===== config.mk =====
export PLATFORM = sky130hd
export DESIGN_NAME = leb_host
export DESIGN_NICKNAME = d
export VERILOG_FILES = /design/src/core/leb_fifo.v /design/src/core/leb_host.v
export VERILOG_INCLUDE_DIRS = /design/src /design/src/core
export SDC_FILE = /design/constraint.sdc
export NUM_CORES = 1
export LEC_CHECK = 0
export ABC_AREA = 0
export BUFFER_PORTS_ARGS = -buffer_cell sky130_fd_sc_hd__buf_2
export CAP_MARGIN = 20
export CORE_MARGIN = 5
export CORE_UTILIZATION = 48
export CTS_CLUSTER_DIAMETER = 200
export DETAILED_ROUTE_END_ITERATION = 10
export GPL_TIMING_DRIVEN = 0
export MAX_ROUTING_LAYER = met4
export PLACE_DENSITY = 0.79
export SLEW_MARGIN = 20
export SYNTH_ARGS = -nofsm -noshare
export SYNTH_HDL_FRONTEND = slang
export SYNTH_SLANG_ARGS = --single-unit

===== constraint.sdc =====
create_clock -name i_ref_clk -period 3.6 [get_ports i_ref_clk]
set_input_delay 0 -clock i_ref_clk [delete_from_list [all_inputs] [get_ports i_ref_clk]]
set_output_delay 0 -clock i_ref_clk [all_outputs]
set_load 0.05 [all_outputs]

===== src/core/leb_map.vh =====
`ifndef LEB_MAP_VH
`define LEB_MAP_VH
// Bus clock divider: 40 MHz / 8 = 5 MHz bus clock
`define LEB_CLK_DIV 8'h04
// Reset hold after power good, in bus clock periods
`define LEB_RST_HOLD 16'h0040
// Address limit for the low-meg strobes (bit 20 and up zero)
`define LEB_LOW_MEG_BIT 20
// Default wait states per command phase
`define LEB_WAIT_STATES 4'h4
// Command codes
`define LEB_CMD_MEM_RD 3'h0
`define LEB_CMD_MEM_WR 3'h1
`define LEB_CMD_IO_RD 3'h2
`define LEB_CMD_IO_WR 3'h3
`define LEB_CMD_INTA 3'h4
`define LEB_CMD_REFRESH 3'h5
`define LEB_CMD_DMA_RD 3'h6
`define LEB_CMD_DMA_WR 3'h7
// FIFO shape
`define LEB_FIFO_DEPTH 16
`define LEB_FIFO_AW 4
`endif


===== src/core/leb_fifo.v =====
`timescale 1ns/1ps
// ****************************************
// Read data FIFO
// ****************************************
module leb_fifo #(
    parameter WIDTH = 16,
    parameter DEPTH = 16,
    parameter AW = 4
) (
    // Clock and reset
    input wire i_ref_clk,
    input wire i_rst,
    // Fill side
    input wire i_in_valid,
    output wire o_in_ready,
    input wire [WIDTH-1:0] i_in_data,
    // Drain side
    output wire o_out_valid,
    input wire i_out_ready,
    output wire [WIDTH-1:0] o_out_data
);
    reg [WIDTH-1:0] mem [0:DEPTH-1]; // Storage
    reg [AW:0] wr_q; // Write pointer with wrap bit
    reg [AW:0] rd_q; // Read pointer with wrap bit
    wire full = (wr_q[AW] != rd_q[AW]) && (wr_q[AW-1:0] == rd_q[AW-1:0]);
    wire empty = (wr_q == rd_q);
    assign o_in_ready = !full;
    assign o_out_valid = !empty;
    assign o_out_data = mem[rd_q[AW-1:0]];
    // Pointer and storage update
    always @(posedge i_ref_clk) begin
        if (i_rst) begin
            wr_q <= {(AW+1){1'b0}};
            rd_q <= {(AW+1){1'b0}};
        end else begin
            if (i_in_valid && !full) begin
                mem[wr_q[AW-1:0]] <= i_in_data;
                wr_q <= wr_q + 1'b1;
            end
            if (i_out_ready && !empty) begin
                rd_q <= rd_q + 1'b1;
            end
        end
    end
endmodule // leb_fifo


===== src/core/leb_host.v =====
// How it works
// - Sixteen data lines, read capture, write drive
// - Not-ready card stretches command until ready
// - Address enable high during DMA and refresh
// - Low address floats during hold acknowledge
// - Upper slot address driven with low lines
// - Latched upper address inputs in master cycle
// - Command strobes inputs during master cycle
// - Slot reset held during power up
// - Eleven interrupt request inputs accepted
// - DMA requests answered by matching acknowledge
// - Acknowledge pins sampled as straps
// - Zero-wait input ends CPU command at once
// - Low-meg strobes only below one megabyte
// - Refresh indicator marks refresh cycles
// - Device outputs the bus clock
// - Address latch enable marks valid address
// - Terminal count pulses at DMA end
`timescale 1ns/1ps
`include "leb_map.vh"
module leb_host #(
    parameter RST_HOLD = `LEB_RST_HOLD,
    parameter WAIT_STATES = `LEB_WAIT_STATES
) (
    // Clock and reset
    input wire i_ref_clk,
    input wire i_rst,
    input wire i_power_good,
    // Request side from CPU/DMA logic
    input wire i_req_valid,
    output wire o_req_ready,
    input wire [2:0] i_req_cmd,
    input wire [23:0] i_req_addr,
    input wire [15:0] i_req_wdata,
    input wire i_req_wide,
    input wire i_req_last,
    input wire [2:0] i_req_dma_ch,
    // Read data stream
    output wire o_rd_valid,
    input wire i_rd_ready,
    output wire [15:0] o_rd_data,
    // Status
    output reg o_busy,
    output reg o_channel_error,
    output reg [15:0] o_irq_level,
    output reg [7:0] o_dma_pending,
    output reg [7:0] o_strap_q,
    output reg o_cycle_wide,
    // Hold / bus master
    input wire i_hold_ack,
    input wire i_master_cycle,
    // Slot pins
    output reg o_bus_clock_out,
    output reg o_address_latch_enable,
    output reg o_address_enable_out,
    output reg o_slot_reset_out,
    output reg o_refresh_n,
    output reg o_transfer_count_done,
    input wire [15:0] i_slot_data_bus,
    output reg [15:0] o_slot_data_bus,
    output reg o_slot_data_oe,
    input wire [19:0] i_slot_address_bus,
    output reg [19:0] o_slot_address_bus,
    output wire [19:0] o_slot_address_oe,
    input wire [23:17] i_latched_upper_address,
    output reg [23:17] o_latched_upper_address,
    output wire o_latched_upper_oe,
    input wire i_byte_high_enable_n,
    output reg o_byte_high_enable_n,
    output wire o_byte_high_enable_oe,
    input wire [3:0] i_strobes_n,
    output wire [3:0] o_strobes_n,
    output wire o_strobes_oe,
    output wire o_low_meg_read_strobe_n,
    output wire o_low_meg_write_strobe_n,
    input wire i_channel_ready,
    input wire i_zero_wait_in_n,
    input wire i_channel_error_in_n,
    input wire i_wide_memory_select_n,
    input wire i_wide_io_select_n,
    input wire [15:0] i_irq,
    input wire [7:0] i_dma_request_in,
    input wire [7:0] i_dma_acknowledge_n,
    output reg [7:0] o_dma_acknowledge_n,
    output wire [7:0] o_dma_acknowledge_oe
);
    // ****************************************
    // States
    // ****************************************
    localparam ST_IDLE = 3'h0;
    localparam ST_ADDR = 3'h1;
    localparam ST_CMD = 3'h2;
    localparam ST_END = 3'h3;
    localparam ST_PUSH = 3'h4;
    // Valid interrupt lines and DMA channels
    localparam [15:0] IRQ_MASK = 16'hDEF8;
    localparam [7:0] DMA_MASK = 8'hEF;

    // ****************************************
    // Pin synchronisers
    // ****************************************
    localparam SW = 2 + 4 + 16 + 8 + 8 + 1 + 7 + 20 + 1;
    wire [SW-1:0] raw = {i_channel_ready, i_zero_wait_in_n, i_channel_error_in_n,
        i_wide_memory_select_n, i_wide_io_select_n, i_strobes_n[3], i_irq,
        i_dma_request_in, i_dma_acknowledge_n, i_byte_high_enable_n,
        i_latched_upper_address, i_slot_address_bus, i_power_good};
    reg [SW-1:0] s1_q; // First stage, read only by second
    reg [SW-1:0] s2_q; // Second stage
    reg [15:0] sd1_q; // Data first stage
    reg [15:0] sd2_q; // Data second stage
    // Two-flop sampling of every slot input pin except strobes 2 to 0
    always @(posedge i_ref_clk) begin
        if (i_rst) begin
            s1_q <= {SW{1'b0}};
            s2_q <= {SW{1'b0}};
            sd1_q <= 16'h0000;
            sd2_q <= 16'h0000;
        end else begin
            s1_q <= raw;
            s2_q <= s1_q;
            sd1_q <= i_slot_data_bus;
            sd2_q <= sd1_q;
        end
    end
    wire rdy_s = s2_q[SW-1];
    wire zws_n_s = s2_q[SW-2];
    wire err_n_s = s2_q[SW-3];
    wire mcs_n_s = s2_q[SW-4];
    wire ics_n_s = s2_q[SW-5];
    wire [15:0] irq_s = s2_q[SW-7 -: 16];
    wire [7:0] drq_s = s2_q[SW-23 -: 8];
    wire [7:0] dma_acknowledge_n_s = s2_q[SW-31 -: 8];
    wire pgood_s = s2_q[0];

    // ****************************************
    // Bus clock divider
    // ****************************************
    reg [7:0] div_q; // Divider count
    reg tick_q; // One-cycle enable on bus clock rising edge
    // Generates the slot clock and a rising-edge enable
    always @(posedge i_ref_clk) begin
        if (i_rst) begin
            div_q <= 8'h00;
            o_bus_clock_out <= 1'b0;
            tick_q <= 1'b0;
        end else begin
            tick_q <= 1'b0;
            if (div_q == `LEB_CLK_DIV - 8'h01) begin
                div_q <= 8'h00;
                o_bus_clock_out <= !o_bus_clock_out;
                tick_q <= !o_bus_clock_out;
            end else begin
                div_q <= div_q + 8'h01;
            end
        end
    end

    // ****************************************
    // Slot reset and strap capture
    // ****************************************
    reg [15:0] rst_cnt_q; // Hold counter after power good
    // Slot reset stays high until power good plus hold time
    always @(posedge i_ref_clk) begin
        if (i_rst) begin
            rst_cnt_q <= 16'h0000;
            o_slot_reset_out <= 1'b1;
            o_strap_q <= 8'h00;
        end else if (!pgood_s) begin
            rst_cnt_q <= 16'h0000;
            o_slot_reset_out <= 1'b1;
        end else if (o_slot_reset_out) begin
            if (rst_cnt_q == RST_HOLD[15:0]) begin
                o_slot_reset_out <= 1'b0;
                o_strap_q <= dma_acknowledge_n_s;
            end else if (tick_q) begin
                rst_cnt_q <= rst_cnt_q + 16'h0001;
            end
        end
    end
    assign o_dma_acknowledge_oe = {8{!o_slot_reset_out}} & DMA_MASK;

    // ****************************************
    // Status capture
    // ****************************************
    // Interrupt, DMA request and error levels
    always @(posedge i_ref_clk) begin
        if (i_rst) begin
            o_irq_level <= 16'h0000;
            o_dma_pending <= 8'h00;
            o_channel_error <= 1'b0;
        end else begin
            o_irq_level <= irq_s & IRQ_MASK;
            o_dma_pending <= drq_s & DMA_MASK;
            o_channel_error <= !err_n_s;
        end
    end

    // ****************************************
    // Cycle engine
    // ****************************************
    reg [2:0] st_q; // Engine state
    reg [2:0] cmd_q; // Current command
    reg [23:0] addr_q; // Current address
    reg [3:0] wait_q; // Wait state count
    reg last_q; // DMA last transfer
    reg cmd_on_q; // Command strobe active
    reg [15:0] rdata_q; // Captured read data
    wire fifo_ready;
    wire is_read = (cmd_q == `LEB_CMD_MEM_RD) || (cmd_q == `LEB_CMD_IO_RD) ||
        (cmd_q == `LEB_CMD_INTA) || (cmd_q == `LEB_CMD_DMA_RD);
    wire is_dma = (cmd_q == `LEB_CMD_DMA_RD) || (cmd_q == `LEB_CMD_DMA_WR);
    wire is_cpu = !is_dma && (cmd_q != `LEB_CMD_REFRESH);
    wire owner = !i_hold_ack && !i_master_cycle;
    assign o_req_ready = (st_q == ST_IDLE) && owner && !o_slot_reset_out;
    // Main sequencer; address and command phases advance on bus clock ticks
    always @(posedge i_ref_clk) begin
        if (i_rst) begin
            st_q <= ST_IDLE;
            cmd_q <= `LEB_CMD_MEM_RD;
            addr_q <= 24'h000000;
            wait_q <= 4'h0;
            last_q <= 1'b0;
            cmd_on_q <= 1'b0;
            rdata_q <= 16'h0000;
            o_busy <= 1'b0;
            o_address_latch_enable <= 1'b0;
            o_address_enable_out <= 1'b0;
            o_refresh_n <= 1'b1;
            o_transfer_count_done <= 1'b0;
            o_dma_acknowledge_n <= 8'hFF;
            o_slot_data_bus <= 16'h0000;
            o_slot_data_oe <= 1'b0;
            o_byte_high_enable_n <= 1'b1;
            o_cycle_wide <= 1'b0;
        end else begin
            o_transfer_count_done <= 1'b0;
            case (st_q)
                ST_IDLE: begin
                    if (i_req_valid && o_req_ready) begin
                        cmd_q <= i_req_cmd;
                        addr_q <= i_req_addr;
                        last_q <= i_req_last;
                        o_busy <= 1'b1;
                        o_byte_high_enable_n <= !i_req_wide;
                        o_slot_data_bus <= i_req_wdata;
                        st_q <= ST_ADDR;
                    end
                end
                ST_ADDR: begin
                    if (tick_q) begin
                        o_address_latch_enable <= 1'b1;
                        // DMA and refresh own the bus
                        o_address_enable_out <= !is_cpu;
                        o_refresh_n <= (cmd_q != `LEB_CMD_REFRESH);
                        if (is_dma) begin
                            o_dma_acknowledge_n <= ~(8'h01 << i_req_dma_ch) | ~DMA_MASK;
                        end
                        o_slot_data_oe <= (cmd_q == `LEB_CMD_MEM_WR) ||
                            (cmd_q == `LEB_CMD_IO_WR) || (cmd_q == `LEB_CMD_DMA_WR);
                        wait_q <= WAIT_STATES[3:0];
                        st_q <= ST_CMD;
                    end
                end
                ST_CMD: begin
                    if (tick_q) begin
                        o_address_latch_enable <= 1'b0;
                        cmd_on_q <= 1'b1;
                        o_cycle_wide <= !mcs_n_s || !ics_n_s;
                        if (cmd_on_q && is_cpu && !zws_n_s) begin
                            st_q <= ST_END;
                        end else if (cmd_on_q && wait_q == 4'h0 && rdy_s) begin
                            st_q <= ST_END;
                        end else if (wait_q != 4'h0) begin
                            wait_q <= wait_q - 4'h1;
                        end
                    end
                end
                ST_END: begin
                    rdata_q <= sd2_q;
                    cmd_on_q <= 1'b0;
                    o_slot_data_oe <= 1'b0;
                    o_address_enable_out <= 1'b0;
                    o_refresh_n <= 1'b1;
                    o_dma_acknowledge_n <= 8'hFF;
                    o_transfer_count_done <= is_dma && last_q;
                    st_q <= (is_read && cmd_q != `LEB_CMD_REFRESH) ? ST_PUSH : ST_IDLE;
                    o_busy <= is_read;
                end
                ST_PUSH: begin
                    if (fifo_ready) begin
                        o_busy <= 1'b0;
                        st_q <= ST_IDLE;
                    end
                end
                default: begin
                    st_q <= ST_IDLE;
                end
            endcase
        end
    end

    // ****************************************
    // Address and strobe pins
    // ****************************************
    // Address register follows the cycle
    always @(posedge i_ref_clk) begin
        if (i_rst) begin
            o_slot_address_bus <= 20'h00000;
            o_latched_upper_address <= 7'h00;
        end else begin
            o_slot_address_bus <= addr_q[19:0];
            o_latched_upper_address <= addr_q[23:17];
        end
    end
    wire drive = owner && !o_slot_reset_out;
    assign o_slot_address_oe = {{3{drive}}, {17{drive}}};
    assign o_latched_upper_oe = drive;
    assign o_byte_high_enable_oe = drive;
    assign o_strobes_oe = drive;
    // Exactly one strobe from the decoded command
    wire mem_rd = (cmd_q == `LEB_CMD_MEM_RD) || (cmd_q == `LEB_CMD_REFRESH) ||
        (cmd_q == `LEB_CMD_DMA_WR);
    wire mem_wr = (cmd_q == `LEB_CMD_MEM_WR) || (cmd_q == `LEB_CMD_DMA_RD);
    wire io_rd = (cmd_q == `LEB_CMD_IO_RD) || (cmd_q == `LEB_CMD_INTA);
    wire io_wr = (cmd_q == `LEB_CMD_IO_WR);
    wire act = cmd_on_q && (st_q == ST_CMD);
    // Order: memory read, memory write, io read, io write
    assign o_strobes_n = ~({mem_rd, mem_wr, io_rd, io_wr} & {4{act}});
    wire low_meg = (addr_q[23:`LEB_LOW_MEG_BIT] == 4'h0);
    assign o_low_meg_read_strobe_n = !(act && mem_rd && low_meg);
    assign o_low_meg_write_strobe_n = !(act && mem_wr && low_meg);

    // ****************************************
    // Read data FIFO
    // ****************************************
    leb_fifo #(
        .WIDTH(16),
        .DEPTH(`LEB_FIFO_DEPTH),
        .AW(`LEB_FIFO_AW)
    ) u_fifo (
        .i_ref_clk(i_ref_clk),
        .i_rst(i_rst),
        .i_in_valid(st_q == ST_PUSH),
        .o_in_ready(fifo_ready),
        .i_in_data(rdata_q),
        .o_out_valid(o_rd_valid),
        .i_out_ready(i_rd_ready),
        .o_out_data(o_rd_data)
    );
endmodule // leb_host


Word-level counts from Yosys, hierarchy flattened
Memories as Yosys holds them, arrays and structs flattened. A register that Yosys moved wholly into a read port is not among the register bits. Cells that the tools add are included.

ROM bits: 0. Input bits: 140. Memories: 1. Register bits after elaboration: 347. Bits in latches: 0. Word-level logic and storage cells: 183. RAM bits: 256. Output and inout bits: 149.

Memories: u_fifo.mem (depth 16, bits a word 16, rd ports 1, clocked after Yosys merged registers in 1, wr ports 1, line leb_fifo.v:22) `reg [WIDTH-1:0] mem [0:DEPTH-1];`.

$add $sub $neg: 5. Reduce and logical (&&, ||, !) cells: 70. Multipliers: 0. Bitwise operators: 7. Magnitude comparators: 0. Divide/modulo/power cells: 0. Eq/ne operators: 26. Shift-type cells: 1. Muxes and demuxes: 37.

Operator list (number): $mux 4 (7); $mux 3 (7); $logic_and 1x1->1 (20); $add 16x1->16 const B (1); $eq 16x7->1 const B (1); $mux 8 (2); $pmux 8 s2 (1); $eq 3x3->1 const B (5); $logic_not 1->1 (15); $pmux 3 s5 (1); $reduce_and 3->1 (5); $ne 2x2->1 const B (7); $eq 3x2->1 const B (4); $mux 1 (12); $logic_or 1x1->1 (11); $add 5x1->5 const B (2); $pmux 1 s2 (5); $add 8x1->8 const B (1); $eq 8x2->1 const B (1); $logic_not 4->1 (2); $not 8->8 (1); $pmux 4 s2 (1); $reduce_and 2->1 (4); $reduce_or 2->1 (4); 18 further kinds (26).

Longest topological paths before layout
Gate-level depths: netlist of the first run.

Depth in word-level cells: 9. Mapped depth: 8. Gate-level depth less buffers: 6.

Cells and area by module
Synthesis of the first run repeated with hierarchy kept, for this count alone.

Cells, all modules: 1388. Area total of the unflattened synthesis: 19598.8 µm².

Modules (own cells, without submodules): leb_fifo (cells an instance 462, area an instance 10691.5 µm², times used 1, sequential area each 7967.6 µm²); leb_host (cells an instance 926, area an instance 8907.3 µm², times used 1, sequential area each 5144.9 µm²).

Worst setup path after synthesis of the first run
Ideal clock, no wire load.

Path type: flip-flop to flip-flop. Start: register st_q[2]. End: memory u_fifo.mem[3][0], enable pin. Buffers on the path: 2. Clock period less this slack: 3.239 ns. Stages on the path, launching flop included: 6. Setup time: 0.430 ns. Setup slack: 0.361 ns. Arrival time: 2.809 ns. Required time: 3.170 ns. Path through: dfxtp_1 clkbuf_2 nor3b_2 o21ai_2 clkbuf_1 nor4_1.

Longest elaborated chain between the ends: 5.

Ends and longest elaborated chain: from (decl) (line leb_host.v:201) `reg [2:0] st_q;`; from (signal assigned) (line leb_host.v:286) `` st_q <= (is_read && cmd_q != `LEB_CMD_REFRESH) ? ST_PUSH : ST_IDLE; ``; $eq 3x3->1 (line leb_host.v:343) `.i_in_valid(st_q == ST_PUSH),`; $logic_and 1x1->1 (line leb_fifo.v:36) `if (i_in_valid && !full) begin`; $mux 1 (line leb_fifo.v:36); $mux 1 (line leb_fifo.v:32) `if (i_rst) begin`; $mux 1 (not written as such) (line leb_fifo.v:37) `mem[wr_q[AW-1:0]] <= i_in_data;`; to (decl) (line leb_fifo.v:22).

Every way passes these cells.

==> results of run 1 <==
metrics by stage:
step | hold slack (ns) | utilization [%] | instance area (sq um)
after floorplan | 0.128 | - | 19500
after global placement | 0.210 | 53.6 | 21400
after detailed placement | 0.214 | 54.6 | 21800
after CTS | 0.0204 | 61.1 | 24400
after global routing | 0.0646 | 61.1 | 24400
final | 0.0590 | 61.1 | 24400
how the worst max path moves through the flow:
stage / cells past startpoint / start / endpoint
global placement: 5 / st_q[2] / u_fifo.mem[7][9]
finish: 5 / flop / o_rd_data[10]
floorplan: 5 / st_q[2] / u_fifo.mem[3][0]
CTS: 5 / flop / o_rd_data[10]
detailed placement: 6 / u_fifo.wr_q[4] / u_fifo.mem[7][8]
global route: 5 / flop / o_rd_data[14]
sequential cells by signal, summed over array words and instances, names as in the netlist, 11 cells and up, named ones only:
register,cells
rst_cnt_q,16
s2_q,32
o_irq_level,11
o_slot_data_bus,16
addr_q,24
rdata_q,16
o_slot_address_bus,19
sd2_q,16
u_fifo.mem,256
s1_q,32
sd1_q,16
cell usage in the layout (no fill, tap or decap), types with 29 or more instances in the layout:
cell type,instances
nand3_1,29
nor2b_1,148
dfxtp_1,271
edfxtp_1,256
mux4_1,48
buf_4,54
dlygate4sd3_1,100
clkbuf_1,57
nor2_1,39
buf_2,274
clkbuf_16,51
nand2_1,153
a21oi_1,90
mux4_2,32
synthesized netlist by cell type (18+ instances only):
library cell | instances | area share (%)
clkbuf_1 | 46 | 0.89
nor2_1 | 39 | 0.75
o21ai_0 | 25 | 0.64
a21oi_1 | 90 | 2.3
nand3_1 | 29 | 0.74
nor3_1 | 18 | 0.46
dfxtp_1 | 271 | 28
mux4_2 | 32 | 3.7
mux4_1 | 48 | 6.5
edfxtp_1 | 256 | 39
buf_4 | 39 | 1.5
nor2b_1 | 148 | 4.7
nand2_1 | 153 | 2.9
cell families after synthesis:
logic type,Yosys count,share of synthesized area (%)
AND/OR/NAND/NOR,466,12.6
multiplexers,89,10.7
adder cells (fa/ha/maj),10,0.642
buffers and inverters,130,3.69
XOR/XNOR,19,0.854
flip-flops,527,67.3
other,2,0.0385
AO/OA/AOI/OAI,146,4.24
worst min-delay path: cells and delay by family:
family	cells	cell delay, ns
mux	1	0.14
buf+inv	2	0.34
simple gates	1	0.12
timing repair:
| action | in CTS | in global routing |
|---|---|---|
| hold buffers | 100 | 0 |
| endpoints found under the hold margin | 111 | 0 |
| buffers inserted | 0 | 0 |
cell type report:
type	instances	share of cell area [%]
Sequential cell	527	53.7
Multi-Input combinational cell	738	23.7
Timing Repair Buffer	383	10.3
Clock buffer	67	5.68
Buffer	117	2.75
Tap cell	525	2.69
Clock inverter	25	0.933
Inverter	13	0.200
Antenna cell	3	0.0308
per-layer routing:
layer	vias to the layer above	routed length (um)
met4	0	1950
li1	5910	-
met2	574	26200
met1	6371	19100
met5	-	0
met3	129	3770
where the power goes:
group	switching [mW]	internal, mW	leakage, nW
Sequential	0.0202	6.29	4.58
Combinational	0.188	0.165	3.78
Clock	2.23	2.93	0.802
Total	2.44	9.39	9.16
==> reports/results.ini, run 1 <==
[layout]
area_growth_pct = 25.2
fillers = 2827
multi_input_area_sq_um = 5780
fin_nets = 1981
drive_gt1_share_pct = 26.0
regArea_sq_um = 13100
fin_cells = 2398

[floorplan]
rows = 73
die_area_sq_um = 44700
die_w_um = 212
fp.coreArea_sq_um = 39900
die_h_um = 212
ioPinCount = 289
start_util_pct = 48.8

[timing]
skew_ns = 0.0284
final_hold_viol_count = 0
worst-slew-pin-transition_ns = 0.856
min_period_ns = 3.32
finalSetupTns_ns = 0
fmax_mhz = 301
period_share_pct = 92.1
layout_setup_ws_ns = 0.283
setup-violations-final = 0
slew_headroom_pct = 42.4
rsz0062_at_grt = false
slew_viol_final = 0

[drt]
drtPass1Iterations = 6
viasPerCell = 5.41
drc = 0
antenna_left = 0
drt_iter0_markers = 926
num_vias = 13000
wirelength_um = 51000
wl_per_cell_um = 21.3

[placed_design]
place_ws_ns = 0.420
gp_congestion = 0.841
dp.cells = 2203
io_buffer_count = 242
dpl.hpwl_um = 33900

[cts]
cts_max_path_buffers = 3
cts.clk_slew.worst_paths_ns = 0.06
insertion_delay_ns = 0.59
htreeDepth = 2
cts.sinks = 527
clockRootBuffer = clkbuf_16
cts_tree = yes
cts_resized = 0
cts_buffers = 51

[power_and_ir_drop]
max-vdd-ir-drop_mv = 0.407
power.density_nw_per_um2 = 485
power_mw = 11.8
p_leak_nw = 9.16

[min_path]
whs_path_depth = 4
worstHoldStart = i_rst
hold_path_class = in -> reg
worstHoldEndpoint = u_fifo.wr_q[3]

[synth]
ys_warn_count = 0
ys_dominant_reg_cell = dfxtp_1
syn-instance-count = 1389
yosys_register_bits = 527
async_reset_ff_share_pct = 0
synth_area_sq_um = 19500
synth_cell_types = 64
synth-edff-count = 256
syn_avg_cell_area_sq_um = 14.0
ys_seq_area_share_pct = 67.3

[critical_path]
critPathCaptureType = output pin
r2r_start = u_fifo.wr_q[4]
ff2ff_path_depth = 6
cp.required_ns = 3.60
cp_num_buf_inv = 3
ff2ff_setup_slack_ns = 0.43
worst_path_largest_cell_delay_ns = 0.67
r2r_end = u_fifo.mem[7][7]
arrival_ns = 3.32
crit_family = buffers and inverters
crit_slowest_cell = buf_1
crit_type = reg -> out
cp-start-kind = flop
crit_chain = clkbuf_1, buf_1, mux4_1, mux4_2, buf_2
crit_fanout = 10

[global_routing]
grt_max_degree = 18
antenna_found_initial = 3
grt_use_total_pct = 23.4
grt_pass1_vias = 13500
busiest_layer = met2
gr-total-overflow = 0
grt_util_met3_pct = 4.74
met1_usage_pct = 27.1
grt_use_met2_pct = 40.8
grt_first_pass_wirelength_um = 78400

[run_status]
status = complete, no violations

[flow_run]
max_cap_viol_count = 0

(Power assumes the default switching activity.)
==> run 2, diff against run 1 <==
--- a/config.mk
+++ b/config.mk
@@ -15,7 +15,7 @@
 export DETAILED_ROUTE_END_ITERATION = 10
 export GPL_TIMING_DRIVEN = 0
 export MAX_ROUTING_LAYER = met4
-export PLACE_DENSITY = 0.79
+export PLACE_DENSITY_LB_ADDON = 0.15
 export SLEW_MARGIN = 20
 export SYNTH_ARGS = -nofsm -noshare
 export SYNTH_HDL_FRONTEND = slang
==> run 2 against run 1 <==
Die area did not move; critical path depth unchanged; maximum frequency up 4.6%; via count fell by 4.0%; first-iteration DRC count decreased by 6.0%; sequential power barely moved; routed wire length shrank 6.9%; largest cell class unchanged.
==> reports/results.ini, run 2 (synthesis results as in run 1) <==
[run_status]
status = complete, no violations

[min_path]
worstHoldStart = i_master_cycle
worstHoldEndpoint = addr_q[3]
whs_path_depth = 6
hold_path_class = in -> reg

[timing]
final_hold_viol_count = 0
finalSetupTns_ns = 0
fmax_mhz = 315
min_period_ns = 3.17
holdWs_ns = 0.143
rsz0062_at_grt = false
worst-slew-pin-transition_ns = 0.891
skew_ns = 0.0275
slew_viol_final = 0
period_share_pct = 88.1
slew_headroom_pct = 40.6
setup-violations-final = 0

[layout]
final_common_cell = buf_2
fin_cells = 2407
area_growth_pct = 26.2
largest_reg_flops = 256
fillers = 3005
fin_nets = 1988
drive_gt1_share_pct = 26.4
final_cell_mix = buf_2 (272), dfxtp_1 (271), edfxtp_1 (256)

[floorplan]
start_util_pct = 48.8
ioPinCount = 289
rows = 73
die_w_um = 212
fp.coreArea_sq_um = 39900
die_h_um = 212
die_area_sq_um = 44700

[drt]
viasPerCell = 5.18
wl_per_cell_um = 19.7
wirelength_um = 47500
antenna_left = 0
drc = 0
drt_iter0_markers = 870
num_vias = 12500
drtPass1Iterations = 5

[cts]
cts.sinks = 527
cts.clk_slew.worst_paths_ns = 0.06
cts_resized = 0
clockRootBuffer = clkbuf_16
insertion_delay_ns = 0.59
cts_max_path_buffers = 3
cts_tree = yes
htreeDepth = 2
cts_buffers = 53

[critical_path]
ff2ff_path_depth = 6
cp-start-kind = flop
cp.required_ns = 3.60
r2r_end = u_fifo.mem[13][1]
arrival_ns = 3.17
critPathCaptureType = output pin
r2r_start = u_fifo.wr_q[4]
crit_type = reg -> out
ff2ff_setup_slack_ns = 0.52
crit_fanout = 10

[placed_design]
io_buffer_count = 242
dpl.hpwl_um = 33800
dp.cells = 2204
gp_congestion = 0.846

[power_and_ir_drop]
p_leak_nw = 9.25
switchingPower_mw = 2.42
pwr-share-seq_pct = 52.2
comb_power_share_pct = 2.8
p_int_mw = 9.67
swShare_pct = 20.0
max-vdd-ir-drop_mv = 0.384
power.density_nw_per_um2 = 491
clkPwrFrac_pct = 45.0
power_mw = 12.1

[global_routing]
gr-total-overflow = 0
antenna_found_initial = 4
grt_max_degree = 23
grt_first_pass_wirelength_um = 72800
grt_pass1_vias = 12700
grt_use_total_pct = 21.8

[flow_run]
max_cap_viol_count = 0

-- run 2: changes by cell type in the layout (fill, tap and decap cells not counted), sizes merged --
cell         delta
bufinv          +1
clkinvlp        +1
buf             +1
clkbuf          +9
dlygate4sd3     +4
diode           +1
inv             -2
clkinv          -6
-- run 2: critical path, stage by stage, from the launching register on --
cell	delay, ns
dfxtp_1	0.30
clkbuf_1	0.40
buf_1	0.73
mux4_2	0.41
mux4_2	0.51
buf_2	0.24
-- run 2: how the worst max path moves through the flow --
| stage | from | to | slack (ns) | cells past startpoint |
|---|---|---|---|---|
| after floorplan | st_q[2] | u_fifo.mem[3][0] | 0.36 | 5 |
| after global placement | u_fifo.wr_q[4] | u_fifo.mem[5][5] | -1.69 | 3 |
| after detailed placement | st_q[2] | u_fifo.mem[13][4] | 0.52 | 7 |
| after CTS | flop | o_rd_data[2] | 0.42 | 5 |
| after global routing | flop | o_rd_data[2] | 0.33 | 5 |
| final | flop | o_rd_data[2] | 0.43 | 5 |
-- run 2: metal layers --
| layer | GRT usage (%) | vias to the layer above | share of wire, % |
|---|---|---|---|
| li1 | - | 5917 | - |
| met1 | 27.0 | 6059 | 41 |
| met2 | 35.6 | 405 | 49 |
| met3 | 5.84 | 86 | 7.5 |
| met4 | 6.31 | 0 | 3.0 |
| met5 | - | - | 0 |
-- run 2: area by class of cell --
type	instances	area [sq um]	area share, %
plain buffers	117	671	2.73
repair buffers	388	2590	10.5
clock inverters	19	208	0.844
diodes	4	10.0	0.0407
inverters	13	48.8	0.198
flip-flops and latches	527	13100	53.3
clock buffers	76	1520	6.19
well taps	525	657	2.67
multi-input cells	738	5780	23.5
-- run 2: per-stage QoR --
stage	cell area, sq um	utilization, %	worst slack [ns]
2_1_floorplan	19500	-	0.361
5_1_grt	24600	61.6	0.330
4_1_cts	24600	61.6	0.424
3_3_place_gp	21400	53.6	-1.69
6_report	24600	61.6	0.428
3_5_place_dp	21800	54.7	0.522
-- run 2: repair_timing --
| action | CTS | global route |
|---|---|---|
| buffers inserted | 0 | 0 |
| hold endpoints to repair | 118 | 0 |
| hold buffers | 104 | 0 |
-- run 2: power by group through the flow --
stage	clock, mW	sequential, mW	combinational, mW
floorplan	0	6.45	0.120
global placement	0	6.43	0.249
detailed placement	0	6.44	0.252
CTS	5.55	6.31	0.342
global route	5.83	6.31	0.370
finish	5.44	6.31	0.342
